## src/inc/rx_filter_defs.svh

```systemverilog
`ifndef RX_FILTER_DEFS_SVH
`define RX_FILTER_DEFS_SVH

// Register offsets, 8-bit address space
`define OFS_PREDECIM   8'h39
`define OFS_SCALE_FSK  8'h3A
`define OFS_SCALE_ASK  8'h3B
`define OFS_MATCHED    8'h3C
`define OFS_RESAMPLER  8'h3D
`define OFS_SLICER     8'h3E
`define OFS_THRESHOLD  8'h3F
`define OFS_CORNER     8'h88
`define OFS_STATUS     8'h89

// Writable bit masks
`define MSK_PREDECIM   8'h7F
`define MSK_SCALE      8'h3F
`define MSK_MATCHED    8'h0F
`define MSK_RESAMPLER  8'hFF
`define MSK_SLICER     8'h1F
`define MSK_THRESHOLD  8'hFF
`define MSK_CORNER     8'h07

// Reset values
`define RST_PREDECIM   8'h00
`define RST_SCALE_FSK  8'h00
`define RST_SCALE_ASK  8'h20
`define RST_MATCHED    8'h07
`define RST_RESAMPLER  8'h00
`define RST_SLICER     8'h02
`define RST_THRESHOLD  8'h00
`define RST_CORNER     8'h07

// Field positions
`define POS_INTERP     5
`define POS_SLC_SCALE  3
`define POS_ST_DET     0
`define POS_ST_BAD_BW  1

// Scale code range and bias
`define SCALE_MAX_CODE 5'h17
`define SCALE_BIAS     6'sh0A

// Highest legal manual slicer bandwidth code
`define SLC_BW_MAX     3'h5

`endif

```

## src/inc/rx_filter_pkg.sv

```systemverilog
package rx_filter_pkg;

    typedef logic [7:0]        reg_byte_t;
    typedef logic signed [5:0] scale_exp_t;

    typedef enum logic [8:0] {
        SEL_NONE      = 9'h000,
        SEL_PREDECIM  = 9'h001,
        SEL_SCALE_FSK = 9'h002,
        SEL_SCALE_ASK = 9'h004,
        SEL_MATCHED   = 9'h008,
        SEL_RESAMPLER = 9'h010,
        SEL_SLICER    = 9'h020,
        SEL_THRESHOLD = 9'h040,
        SEL_CORNER    = 9'h080,
        SEL_STATUS    = 9'h100
    } reg_sel_t;

endpackage

```

## src/inc/cfg_decode_if.sv

```systemverilog
`timescale 1ns/1ns
interface cfg_decode_if;
    logic [2:0]                corner_code;
    logic [6:0]                decim_code;
    logic [4:0]                fsk_scale_code;
    logic [4:0]                ask_scale_code;
    logic [3:0]                matched_code;
    logic [1:0]                slc_scale_code;
    logic [2:0]                slc_bw_code;
    logic [8:0]                corner_khz;
    logic [7:0]                decim_factor;
    rx_filter_pkg::scale_exp_t fsk_exp;
    rx_filter_pkg::scale_exp_t ask_exp;
    logic [4:0]                matched_len;
    logic [2:0]                slc_shift;
    logic [5:0]                slc_divisor;
    logic                      slc_bw_bad;

    modport owner (
        output corner_code, decim_code, fsk_scale_code, ask_scale_code,
               matched_code, slc_scale_code, slc_bw_code,
        input  corner_khz, decim_factor, fsk_exp, ask_exp, matched_len,
               slc_shift, slc_divisor, slc_bw_bad
    );

    modport decoder (
        input  corner_code, decim_code, fsk_scale_code, ask_scale_code,
               matched_code, slc_scale_code, slc_bw_code,
        output corner_khz, decim_factor, fsk_exp, ask_exp, matched_len,
               slc_shift, slc_divisor, slc_bw_bad
    );
endinterface

```

## src/hw/cfg_decode.sv

```systemverilog
`timescale 1ns/1ns
`include "rx_filter_defs.svh"
module cfg_decode (
    cfg_decode_if.decoder dec
);

    // Codes beyond the top of the range saturate at the largest gain
    function automatic rx_filter_pkg::scale_exp_t scale_exp(
        input logic [4:0] code
    );
        logic [4:0] eff;
        eff = (code > `SCALE_MAX_CODE) ? `SCALE_MAX_CODE : code;
        return $signed({1'b0, eff}) - `SCALE_BIAS;
    endfunction

    always_comb begin
        case (dec.corner_code)
            3'h0:    dec.corner_khz = 9'h021;
            3'h1:    dec.corner_khz = 9'h02E;
            3'h2:    dec.corner_khz = 9'h041;
            3'h3:    dec.corner_khz = 9'h05D;
            3'h4:    dec.corner_khz = 9'h084;
            3'h5:    dec.corner_khz = 9'h0BE;
            3'h6:    dec.corner_khz = 9'h0EF;
            default: dec.corner_khz = 9'h11A;
        endcase
    end

    assign dec.decim_factor = {1'b0, dec.decim_code} + 8'h01;
    assign dec.fsk_exp      = scale_exp(dec.fsk_scale_code);
    assign dec.ask_exp      = scale_exp(dec.ask_scale_code);
    assign dec.matched_len  = {1'b0, dec.matched_code} + 5'h01;
    assign dec.slc_shift    = {1'b0, dec.slc_scale_code} + 3'h1;
    assign dec.slc_bw_bad   = dec.slc_bw_code > `SLC_BW_MAX;

    // Unused codes hold the narrowest legal bandwidth
    always_comb begin
        if (dec.slc_bw_bad) begin
            dec.slc_divisor = 6'h30;
        end else begin
            dec.slc_divisor = {dec.slc_bw_code + 3'h1, 3'h0};
        end
    end

endmodule

```

## src/hw/rx_filter_config.sv

```systemverilog
// Added by the designer: the plain strobed port.
`timescale 1ns/1ns
`include "rx_filter_defs.svh"
module rx_filter_config (
    input  wire logic                      clock,
    input  wire logic                      reset_n,
    input  wire logic [7:0]                addr,
    input  wire logic [7:0]                wr_data,
    input  wire logic                      wr_en,
    input  wire logic                      rd_en,
    output logic      [7:0]                rd_data,
    input  wire logic [7:0]                signal_level,
    output logic      [2:0]                image_corner_code,
    output logic      [8:0]                image_corner_khz,
    output logic      [6:0]                decimation_minus_one,
    output logic      [7:0]                decimation_factor,
    output logic                           fsk_interp_on,
    output logic      [4:0]                fsk_pre_scale,
    output rx_filter_pkg::scale_exp_t      fsk_scale_exp,
    output logic                           ask_interp_on,
    output logic      [4:0]                ask_pre_scale,
    output rx_filter_pkg::scale_exp_t      ask_scale_exp,
    output logic      [3:0]                matched_len_minus_one,
    output logic      [4:0]                matched_len,
    output logic      [7:0]                resampler_osc_tune,
    output logic      [1:0]                ext_slicer_bw_scale,
    output logic      [2:0]                ext_slicer_scale_shift,
    output logic      [2:0]                ext_slicer_manual_bw,
    output logic      [5:0]                ext_slicer_bw_divisor,
    output logic                           ext_slicer_bw_invalid,
    output logic      [7:0]                signal_threshold_level,
    output logic                           signal_detected
);

    rx_filter_pkg::reg_byte_t predecimation_factor_q;
    rx_filter_pkg::reg_byte_t predecimation_scaling_fsk_q;
    rx_filter_pkg::reg_byte_t predecimation_scaling_ask_q;
    rx_filter_pkg::reg_byte_t matched_filter_control_q;
    rx_filter_pkg::reg_byte_t sample_rate_converter_tune_q;
    rx_filter_pkg::reg_byte_t external_slicer_config_q;
    rx_filter_pkg::reg_byte_t signal_threshold_run_q;
    rx_filter_pkg::reg_byte_t image_filter_corner_select_q;
    rx_filter_pkg::reg_byte_t status_d;
    rx_filter_pkg::reg_byte_t rd_data_d;
    rx_filter_pkg::reg_byte_t rd_data_q;
    rx_filter_pkg::reg_sel_t  sel;

    logic      [8:0]               corner_khz_q;
    logic      [7:0]               decim_factor_q;
    rx_filter_pkg::scale_exp_t     fsk_exp_q;
    rx_filter_pkg::scale_exp_t     ask_exp_q;
    logic      [4:0]               matched_len_q;
    logic      [2:0]               slc_shift_q;
    logic      [5:0]               slc_divisor_q;
    logic                          slc_bw_bad_q;
    logic                          detected_q;

    cfg_decode_if dif ();

    cfg_decode u_decode (
        .dec (dif.decoder)
    );

    always_comb begin
        case (addr)
            `OFS_PREDECIM:  sel = rx_filter_pkg::SEL_PREDECIM;
            `OFS_SCALE_FSK: sel = rx_filter_pkg::SEL_SCALE_FSK;
            `OFS_SCALE_ASK: sel = rx_filter_pkg::SEL_SCALE_ASK;
            `OFS_MATCHED:   sel = rx_filter_pkg::SEL_MATCHED;
            `OFS_RESAMPLER: sel = rx_filter_pkg::SEL_RESAMPLER;
            `OFS_SLICER:    sel = rx_filter_pkg::SEL_SLICER;
            `OFS_THRESHOLD: sel = rx_filter_pkg::SEL_THRESHOLD;
            `OFS_CORNER:    sel = rx_filter_pkg::SEL_CORNER;
            `OFS_STATUS:    sel = rx_filter_pkg::SEL_STATUS;
            default:        sel = rx_filter_pkg::SEL_NONE;
        endcase
    end

    // Masking on write keeps reserved bits at zero in the flops themselves
    always_ff @(posedge clock) begin
        if (!reset_n) begin
            predecimation_factor_q       <= `RST_PREDECIM;
            predecimation_scaling_fsk_q  <= `RST_SCALE_FSK;
            predecimation_scaling_ask_q  <= `RST_SCALE_ASK;
            matched_filter_control_q     <= `RST_MATCHED;
            sample_rate_converter_tune_q <= `RST_RESAMPLER;
            external_slicer_config_q     <= `RST_SLICER;
            signal_threshold_run_q       <= `RST_THRESHOLD;
            image_filter_corner_select_q <= `RST_CORNER;
        end else if (wr_en) begin
            case (sel)
                rx_filter_pkg::SEL_PREDECIM: begin
                    predecimation_factor_q <= wr_data & `MSK_PREDECIM;
                end
                rx_filter_pkg::SEL_SCALE_FSK: begin
                    predecimation_scaling_fsk_q <= wr_data & `MSK_SCALE;
                end
                rx_filter_pkg::SEL_SCALE_ASK: begin
                    predecimation_scaling_ask_q <= wr_data & `MSK_SCALE;
                end
                rx_filter_pkg::SEL_MATCHED: begin
                    matched_filter_control_q <= wr_data & `MSK_MATCHED;
                end
                rx_filter_pkg::SEL_RESAMPLER: begin
                    sample_rate_converter_tune_q <= wr_data;
                end
                rx_filter_pkg::SEL_SLICER: begin
                    // Unused bandwidth codes are stored as written
                    external_slicer_config_q <= wr_data & `MSK_SLICER;
                end
                rx_filter_pkg::SEL_THRESHOLD: begin
                    signal_threshold_run_q <= wr_data;
                end
                rx_filter_pkg::SEL_CORNER: begin
                    image_filter_corner_select_q <= wr_data & `MSK_CORNER;
                end
                default: begin
                end
            endcase
        end
    end

    assign dif.corner_code    = image_filter_corner_select_q[2:0];
    assign dif.decim_code     = predecimation_factor_q[6:0];
    assign dif.fsk_scale_code = predecimation_scaling_fsk_q[4:0];
    assign dif.ask_scale_code = predecimation_scaling_ask_q[4:0];
    assign dif.matched_code   = matched_filter_control_q[3:0];
    assign dif.slc_scale_code =
        external_slicer_config_q[`POS_SLC_SCALE +: 2];
    assign dif.slc_bw_code    = external_slicer_config_q[2:0];

    // Decoded values lag a write by one cycle; fine for static settings
    always_ff @(posedge clock) begin
        if (!reset_n) begin
            corner_khz_q   <= 9'h11A;
            decim_factor_q <= 8'h01;
            fsk_exp_q      <= -`SCALE_BIAS;
            ask_exp_q      <= -`SCALE_BIAS;
            matched_len_q  <= 5'h08;
            slc_shift_q    <= 3'h1;
            slc_divisor_q  <= 6'h18;
            slc_bw_bad_q   <= 1'b0;
        end else begin
            corner_khz_q   <= dif.corner_khz;
            decim_factor_q <= dif.decim_factor;
            fsk_exp_q      <= dif.fsk_exp;
            ask_exp_q      <= dif.ask_exp;
            matched_len_q  <= dif.matched_len;
            slc_shift_q    <= dif.slc_shift;
            slc_divisor_q  <= dif.slc_divisor;
            slc_bw_bad_q   <= dif.slc_bw_bad;
        end
    end

    // Signal level comes from the same clock, so no synchroniser
    always_ff @(posedge clock) begin
        if (!reset_n) begin
            detected_q <= 1'b0;
        end else begin
            detected_q <= signal_level >= signal_threshold_run_q;
        end
    end

    always_comb begin
        status_d = 8'h00;
        status_d[`POS_ST_DET]    = detected_q;
        status_d[`POS_ST_BAD_BW] = slc_bw_bad_q;
    end

    always_comb begin
        case (sel)
            rx_filter_pkg::SEL_PREDECIM:  rd_data_d = predecimation_factor_q;
            rx_filter_pkg::SEL_SCALE_FSK: begin
                rd_data_d = predecimation_scaling_fsk_q;
            end
            rx_filter_pkg::SEL_SCALE_ASK: begin
                rd_data_d = predecimation_scaling_ask_q;
            end
            rx_filter_pkg::SEL_MATCHED:   begin
                rd_data_d = matched_filter_control_q;
            end
            rx_filter_pkg::SEL_RESAMPLER: begin
                rd_data_d = sample_rate_converter_tune_q;
            end
            rx_filter_pkg::SEL_SLICER:    begin
                rd_data_d = external_slicer_config_q;
            end
            rx_filter_pkg::SEL_THRESHOLD: rd_data_d = signal_threshold_run_q;
            rx_filter_pkg::SEL_CORNER:    begin
                rd_data_d = image_filter_corner_select_q;
            end
            rx_filter_pkg::SEL_STATUS:    rd_data_d = status_d;
            default:                      rd_data_d = 8'h00;
        endcase
    end

    // Read data stand for exactly the cycle after the strobe
    always_ff @(posedge clock) begin
        if (!reset_n) begin
            rd_data_q <= 8'h00;
        end else if (rd_en) begin
            rd_data_q <= rd_data_d;
        end else begin
            rd_data_q <= 8'h00;
        end
    end

    assign rd_data                = rd_data_q;
    assign image_corner_code      = image_filter_corner_select_q[2:0];
    assign image_corner_khz       = corner_khz_q;
    assign decimation_minus_one   = predecimation_factor_q[6:0];
    assign decimation_factor      = decim_factor_q;
    assign fsk_interp_on          =
        predecimation_scaling_fsk_q[`POS_INTERP];
    assign fsk_pre_scale          = predecimation_scaling_fsk_q[4:0];
    assign fsk_scale_exp          = fsk_exp_q;
    assign ask_interp_on          =
        predecimation_scaling_ask_q[`POS_INTERP];
    assign ask_pre_scale          = predecimation_scaling_ask_q[4:0];
    assign ask_scale_exp          = ask_exp_q;
    assign matched_len_minus_one  = matched_filter_control_q[3:0];
    assign matched_len            = matched_len_q;
    assign resampler_osc_tune     = sample_rate_converter_tune_q;
    assign ext_slicer_bw_scale    =
        external_slicer_config_q[`POS_SLC_SCALE +: 2];
    assign ext_slicer_scale_shift = slc_shift_q;
    assign ext_slicer_manual_bw   = external_slicer_config_q[2:0];
    assign ext_slicer_bw_divisor  = slc_divisor_q;
    assign ext_slicer_bw_invalid  = slc_bw_bad_q;
    assign signal_threshold_level = signal_threshold_run_q;
    assign signal_detected        = detected_q;

endmodule

```

## config.mk

```make
export PLATFORM = sky130hd
export DESIGN_NAME = rx_filter_config
export DESIGN_NICKNAME = d
export VERILOG_FILES = /design/src/inc/rx_filter_pkg.sv /design/src/inc/cfg_decode_if.sv /design/src/hw/cfg_decode.sv /design/src/hw/rx_filter_config.sv
export VERILOG_INCLUDE_DIRS = /design/src /design/src/inc
export SDC_FILE = /design/constraint.sdc
export NUM_CORES = 1
export LEC_CHECK = 0
export BUFFER_PORTS_ARGS = -buffer_cell sky130_fd_sc_hd__buf_2
export CORE_MARGIN = 3
export CORE_UTILIZATION = 46
export DETAILED_ROUTE_END_ITERATION = 6
export PLACE_DENSITY = 0.75
export SLEW_MARGIN = 20
export SYNTH_ARGS = -nofsm -noshare
export SYNTH_HDL_FRONTEND = slang
export SYNTH_SLANG_ARGS = --single-unit
```

## constraint.sdc

```tcl
create_clock -name clock -period 1.42 [get_ports clock]
set_input_delay 0 -clock clock [delete_from_list [all_inputs] [get_ports clock]]
set_output_delay 0 -clock clock [all_outputs]
set_load 0.01 [all_outputs]
```

Yosys cells after proc, flatten, opt, wreduce, memory -nomap -nowiden:

Index checks and enable logic that the tools add are counted.
W data, S select, Z words.

* flip-flop bits (word level): 100
* latch bits: 0
* bits in writable memories: 0
* bits in read-only memories: 0
* input bits: 28
* output and inout bits: 100
* word-level logic and storage cells: 71
* memories kept: 0

* add/subtract/negate cells: 6
* multipliers: 0
* divide/modulo/power cells: 0
* magnitude comparators: 4
* eq/ne operators: 24
* shift-type cells: 0
* muxes and demuxes: 6
* bitwise gates (word level): 1
* reductions and logical operators: 11

Operator list (number)
* $pmux W9 S9: 1
* $pmux W8 S9: 1
* $pmux W9 S7: 1
* $eq A8 B6 Y1 const B: 7
* $reduce_and A2 Y1: 9
* $eq A8 B8 Y1 const B: 2
* $sub A5 B4 Y6 const B: 2
* $gt A5 B5 Y1 const B: 2
* $mux W5: 2
* $eq A3 B3 Y1 const B: 3
* $eq A9 B1 Y1 const B: 1
* $eq A9 B2 Y1 const B: 1
* $eq A9 B3 Y1 const B: 1
* $eq A9 B4 Y1 const B: 1
* $eq A9 B5 Y1 const B: 1
* $eq A9 B6 Y1 const B: 1
* $eq A9 B7 Y1 const B: 1
* $eq A9 B8 Y1 const B: 1
* $eq A9 B9 Y1 const B: 1
* $add A7 B1 Y8 const B: 1
* $ge A8 B8 Y1: 1
* $eq A3 B2 Y1 const B: 2
* $mux W6: 1
* $add A4 B1 Y5 const B: 1
* other kinds (7): 7

Logic depth before layout (Yosys ltp):

* depth in word-level cells: 4
* gate-level depth with buffers: 7
* depth with buffers taken out: 7

Hierarchy:

A second synthesis with hierarchy kept.

* cell total of the unflattened synthesis: 440
* area, all modules: 4362.9 um^2

Modules (own cells, without submodules)
* rx_filter_config: times used 1, cells an instance 370, area each 3887.5 um^2, seq. area each 2001.9 um^2
* cfg_decode: times used 1, cells an instance 70, area each 475.5 um^2, seq. area each 0.0 um^2

Worst setup path after synthesis:

Ideal clock, no wire load.

* kind: flip-flop to flip-flop
* start point: register signal_threshold_run_q[0], in the netlist signal_threshold_level[0]
* end point: register detected_q, in the netlist signal_detected
* setup time: 0.116 ns
* arrival: 1.325 ns
* required time: 1.304 ns
* slack: -0.021 ns
* cell stages (with the launch flop): 7
* buffers on the path: 0
* period minus slack after synthesis: 1.441 ns
* path through: dfxtp_1 ha_1 nand2b_1 a21o_1 a211oi_1 o21ai_0 o211a_1

* cells in the longest elaborated chain, start to end: 1

Ends and longest elaborated chain
* start: declaration: RTL line rx_filter_config.sv:41 `rx_filter_pkg::reg_byte_t signal_threshold_run_q;`
* start signal: assignment: RTL line rx_filter_config.sv:88 `` signal_threshold_run_q <= `RST_THRESHOLD; ``
* start signal: assignment: RTL line rx_filter_config.sv:112 `signal_threshold_run_q <= wr_data;`
* $ge A8 B8 Y1: RTL line rx_filter_config.sv:160 `detected_q <= signal_level >= signal_threshold_run_q;`
* end signal: assignment: RTL line rx_filter_config.sv:160
* end: declaration: RTL line rx_filter_config.sv:56 `logic detected_q;`

No other way between the ends.
A chain may end at the register's enable or synchronous reset.

Final worst setup path:

* start point: register signal_threshold_run_q[0], in the netlist signal_threshold_level[0]
* end point: register rd_data_q[0], in the netlist rd_data[0]

* cells in the longest elaborated chain, start to end: 1

Ends and longest elaborated chain
* $pmux W8 S9: RTL line rx_filter_config.sv:171 `case (sel)`
* end signal: assignment: RTL line rx_filter_config.sv:202 `rd_data_q <= rd_data_d;`
* end: declaration: RTL line rx_filter_config.sv:45 `rx_filter_pkg::reg_byte_t rd_data_q;`

No other way between the ends.

==> impl_summary.md <==
Outcome
The flow ran to the end, and the final reports show no timing, DRC or antenna violations.

Synth
Ranked by total cell area, the synthesized netlist is headed by sky130_fd_sc_hd__dfxtp_1 46%, sky130_fd_sc_hd__mux2i_1 12%, sky130_fd_sc_hd__nor2b_1 7.2%. The mapped netlist covers 4230 µm². The proportion of synthesized flip-flops having asynchronous set or reset is 0. In this run, synthesis produced a sequential element count of 97. Of the post-synthesis cell area, the dominant cell type holds 0.459.

The synthesized design spends more area on one cell type than any other, namely sky130_fd_sc_hd__dfxtp_1. In the synthesized netlist the dominant register cell turns out to be sky130_fd_sc_hd__dfxtp_1. The number of synthesized flops with an enable pin is 0. The post-synthesis sequential area ratio is 0.459. After technology mapping, the gate count stands at about 420. During synthesis, Yosys emitted a total of 0 warnings.

A synthesized cell averages around 10 µm². In this run, distinct cell masters in the synthesized netlist total 54.

Drt
The detailed router's first-iteration violation count is between 100 and 150. The total via count after detailed routing is 3481. The number of routed nets with antenna violations is 0. The final routed DRC violation total is 0.

For this block, the routed nets add up to 10900 µm of wire. The average wire length per cell after detail routing is about 16 µm. The ratio of routed vias to standard cells is between 5 and 6. The detailed-routing iteration count for the pre-antenna-repair pass is 4.

Layout
The post-route cell area is 5440 µm². Compared with the post-synthesis result, the final layout area differs by 28.7%. The number of filler instances in the final layout is between 700 and 800.

Of the cells placed in the final design, the portion with a size suffix greater than 1 is 0.362. The most frequent standard cell in the layout excluding fill and tap cells is sky130_fd_sc_hd__buf_2. Leaving out fill and tap cells, the most frequent cells in the layout are 124 x sky130_fd_sc_hd__buf_2, 94 x sky130_fd_sc_hd__dfxtp_1, 49 x sky130_fd_sc_hd__nor2b_1, 49 x sky130_fd_sc_hd__mux2i_1, 35 x sky130_fd_sc_hd__buf_4. The number of antenna diodes in the final layout is 0. The number of standard cells in the final layout excluding fillers is 680. The net count reported at finish is between 600 and 700.

Clock tree
The number of clock sinks seen by CTS is 97. The clock tree from TritonCTS is done. The clock input transition at the sequential cells of the worst setup and hold paths is about 0.09 ns. CTS placed an instance of sky130_fd_sc_hd__clkbuf_8 at the clock tree root.

The maximum number of buffers from clock root to sink is 2. The insertion delay to the later sink of the worst-skew pair is ~0.35 ns. The number of clock buffers inserted by TritonCTS is 9.

CTS built an H-tree with a depth of 3.

STA
For the finished layout, the period the worst path requires is about 1.4 ns. The number of failing hold endpoints at the final stage came to 0. Dividing the final minimum period by the clock period gives 0.993. The final max-slew violation count is 0. The count of final setup violators is 0. For the final database, setup skew stands at slightly below 0.006 ns. Setup repair after global routing could not meet its margin everywhere. The maximum clock frequency is 0.709 GHz.

GRT
The initial antenna violation count is 0. The number of global-route vias before repair is roughly 3400. The first global-routing pass estimated approximately 17000 µm of wire. The maximum number of pins on one net before global-route repair is just over 50. Across every metal layer, demand over resource in global routing totals 0.210. The total grt overflow is 0.

Run
The number of maximum-capacitance constraint violations is 0.

Die
The core region is ~9000 µm². The initial standard-cell utilization of the core is 0.480. The width of the chip is slightly above 100 µm. The cell row count is 34. The die boundary height is 102 µm. The die outline area is 10400 µm².

For this design the top-level I/O count stands at about 130.

Pwr
Of the total power, the clock network draws 0.372. VDD sags by at most about 0.51 mV. Of the total power, the share spent switching nets is 0.221.

In this run the power spent charging and discharging nets is approximately 1100 µW. The power density relative to cell area is 884 nW/µm². The relative contribution of combinational cells to total power is 0.061.

The sequential cell fraction of total power is 0.567. The static power due to leakage is ~0.0026 µW. The internal power component is roughly 3700 µW.

Placement
The count of port buffers added during placement is 124. The congestion estimate from routability-driven global placement came to ~0.85. The post-placement cell count is 659.

The placed wire-length estimate is a little over 8000 µm. In this run the cell area measured after placement is a little over 5000 µm².

Worst setup path
In this run the critical register-to-register path is captured at rd_data[0]. In this run the critical register-to-register path is launched from signal_threshold_level[0]. The endpoint required time on the critical path is approximately 1.7 ns. The path type of the worst setup path is flop to flop. Setup slack on the worst reg-to-reg path comes out at 0.01 ns. The biggest fanout along the worst timing path is 3. The worst reg-to-reg path cell count is 4. The sort of element at the start of the critical path is a flop. The beginning of the critical path is signal_threshold_level[0].

The element type at the critical path end is a flop. Data arrives at the worst endpoint at 1.64 ns. In this run the worst setup path terminates at rd_data[0].

Worst hold path
The type of the tightest min-delay check is primary input to flop.
## cell families after synthesis
kind of cell	count (synthesis)	synth area share
AOI/OAI and AO/OA	51	0.0810
xor gates and xnor gates	8	0.0166
adders and majority gates	15	0.0438
buffers and inverters	40	0.0417
DFF	97	0.459
muxes	59	0.151
other	1	0.000886
and+or+nand+nor	146	0.206
## flip-flops by register name (all words and copies together), names as in the netlist, 4 cells and up
register	cells
image_corner_khz	9
signal_threshold_level	8
decimation_factor	8
fsk_scale_exp	6
rd_data	8
predecimation_scaling_fsk_q	6
matched_filter_control_q	4
resampler_osc_tune	8
external_slicer_config_q	5
predecimation_factor_q	7
ask_scale_exp	6
matched_len	5
predecimation_scaling_ask_q	6
## through the flow
| step | total power, µW | setup slack, ns | utilization | setup TNS [ns] | hold WS, ns |
|---|---|---|---|---|---|
| 3_3_place_gp | 3070 | -0.0328 | 0.588 | -0.0797 | 0.273 |
| 4_1_cts | 4830 | 0.00434 | 0.616 | 0 | 0.0245 |
| 6_report | 4810 | 0.0103 | 0.618 | 0 | 0.0320 |
| 3_5_place_dp | 3070 | -0.0895 | 0.588 | -0.653 | 0.292 |
| 5_1_grt | 4970 | -0.0345 | 0.618 | -0.0663 | 0.0331 |
| 2_1_floorplan | 2950 | 0.0209 | - | 0 | 0.128 |
## cells in the mapped netlist (2+ instances only)
library cell,instances
sky130_fd_sc_hd__a211oi_1,3
sky130_fd_sc_hd__a21boi_0,2
sky130_fd_sc_hd__a21o_1,2
sky130_fd_sc_hd__a21oi_1,6
sky130_fd_sc_hd__a22o_1,2
sky130_fd_sc_hd__a22oi_1,5
sky130_fd_sc_hd__a31oi_1,5
sky130_fd_sc_hd__and2_1,15
sky130_fd_sc_hd__and3_1,3
sky130_fd_sc_hd__buf_2,6
sky130_fd_sc_hd__buf_4,5
sky130_fd_sc_hd__clkbuf_1,18
sky130_fd_sc_hd__dfxtp_1,97
sky130_fd_sc_hd__ha_1,14
sky130_fd_sc_hd__inv_1,11
sky130_fd_sc_hd__mux2_2,7
sky130_fd_sc_hd__mux2i_1,49
sky130_fd_sc_hd__mux4_2,3
sky130_fd_sc_hd__nand2_1,28
sky130_fd_sc_hd__nand2b_1,2
sky130_fd_sc_hd__nand3_1,11
sky130_fd_sc_hd__nand3_2,2
sky130_fd_sc_hd__nor2_1,17
sky130_fd_sc_hd__nor2b_1,49
sky130_fd_sc_hd__nor3_1,2
sky130_fd_sc_hd__nor3_2,2
sky130_fd_sc_hd__o21a_1,4
sky130_fd_sc_hd__o21ai_0,13
sky130_fd_sc_hd__o31ai_1,2
sky130_fd_sc_hd__or3_1,2
sky130_fd_sc_hd__xnor2_1,5
sky130_fd_sc_hd__xor2_1,3
## routing by layer
layer | up-vias | part of all wire | global-route usage
met1 | 1646 | 0.45 | 0.279
li1 | 1717 | - | -
met3 | 17 | 0.055 | 0.0382
met4 | 0 | 0.015 | 0.0706
met5 | - | 0 | 0
met2 | 101 | 0.47 | 0.349
## worst max-delay path, cell delays in order (launching register included)
cell,delay (ns)
sky130_fd_sc_hd__dfxtp_2,0.33
sky130_fd_sc_hd__buf_6,0.11
sky130_fd_sc_hd__mux4_2,0.49
sky130_fd_sc_hd__a221oi_2,0.28
sky130_fd_sc_hd__nor2_1,0.09
## timing repair
item                                    4_1_cts  5_1_grt
endpoints found under the setup margin        2        3
setup buffers                                 0        2
hold endpoints to repair                     10        0
pin swaps                                     3        3
resized for setup                             3        3
hold buffers                                  4        0
## cell type report
type	instances	area [µm²]	area share
multi-input cells	282	2130	0.391
clock inverters	3	40.0	0.00736
clock buffers	12	155	0.0285
repair buffers	167	995	0.183
inverters	11	41.3	0.00759
flip-flops and latches	97	1950	0.357
well taps	108	135	0.0248
## power by group through the flow
stage	Sequential, µW	Clock, µW	Combinational, µW
3_3_place_gp	2790	0	275
5_1_grt	2730	1930	319
4_1_cts	2730	1810	293
6_report	2730	1790	294
2_1_floorplan	2790	0	162
3_5_place_dp	2790	0	281
## how the worst min path moves through the flow
stage / startpoint / end / slack, ns / depth (start not counted)
floorplan: wr_data[5] / predecimation_scaling_ask_q[5] / 0.13 / 2
global placement: wr_data[7] / resampler_osc_tune[7] / 0.27 / 3
detailed placement: wr_data[7] / resampler_osc_tune[7] / 0.29 / 3
CTS: wr_data[1] / matched_filter_control_q[1] / 0.02 / 3
global route: rd_en / rd_data[7] / 0.03 / 3
finish: wr_data[1] / matched_filter_control_q[1] / 0.03 / 3
No activity file was read; power rests on OpenSTA's default activity.
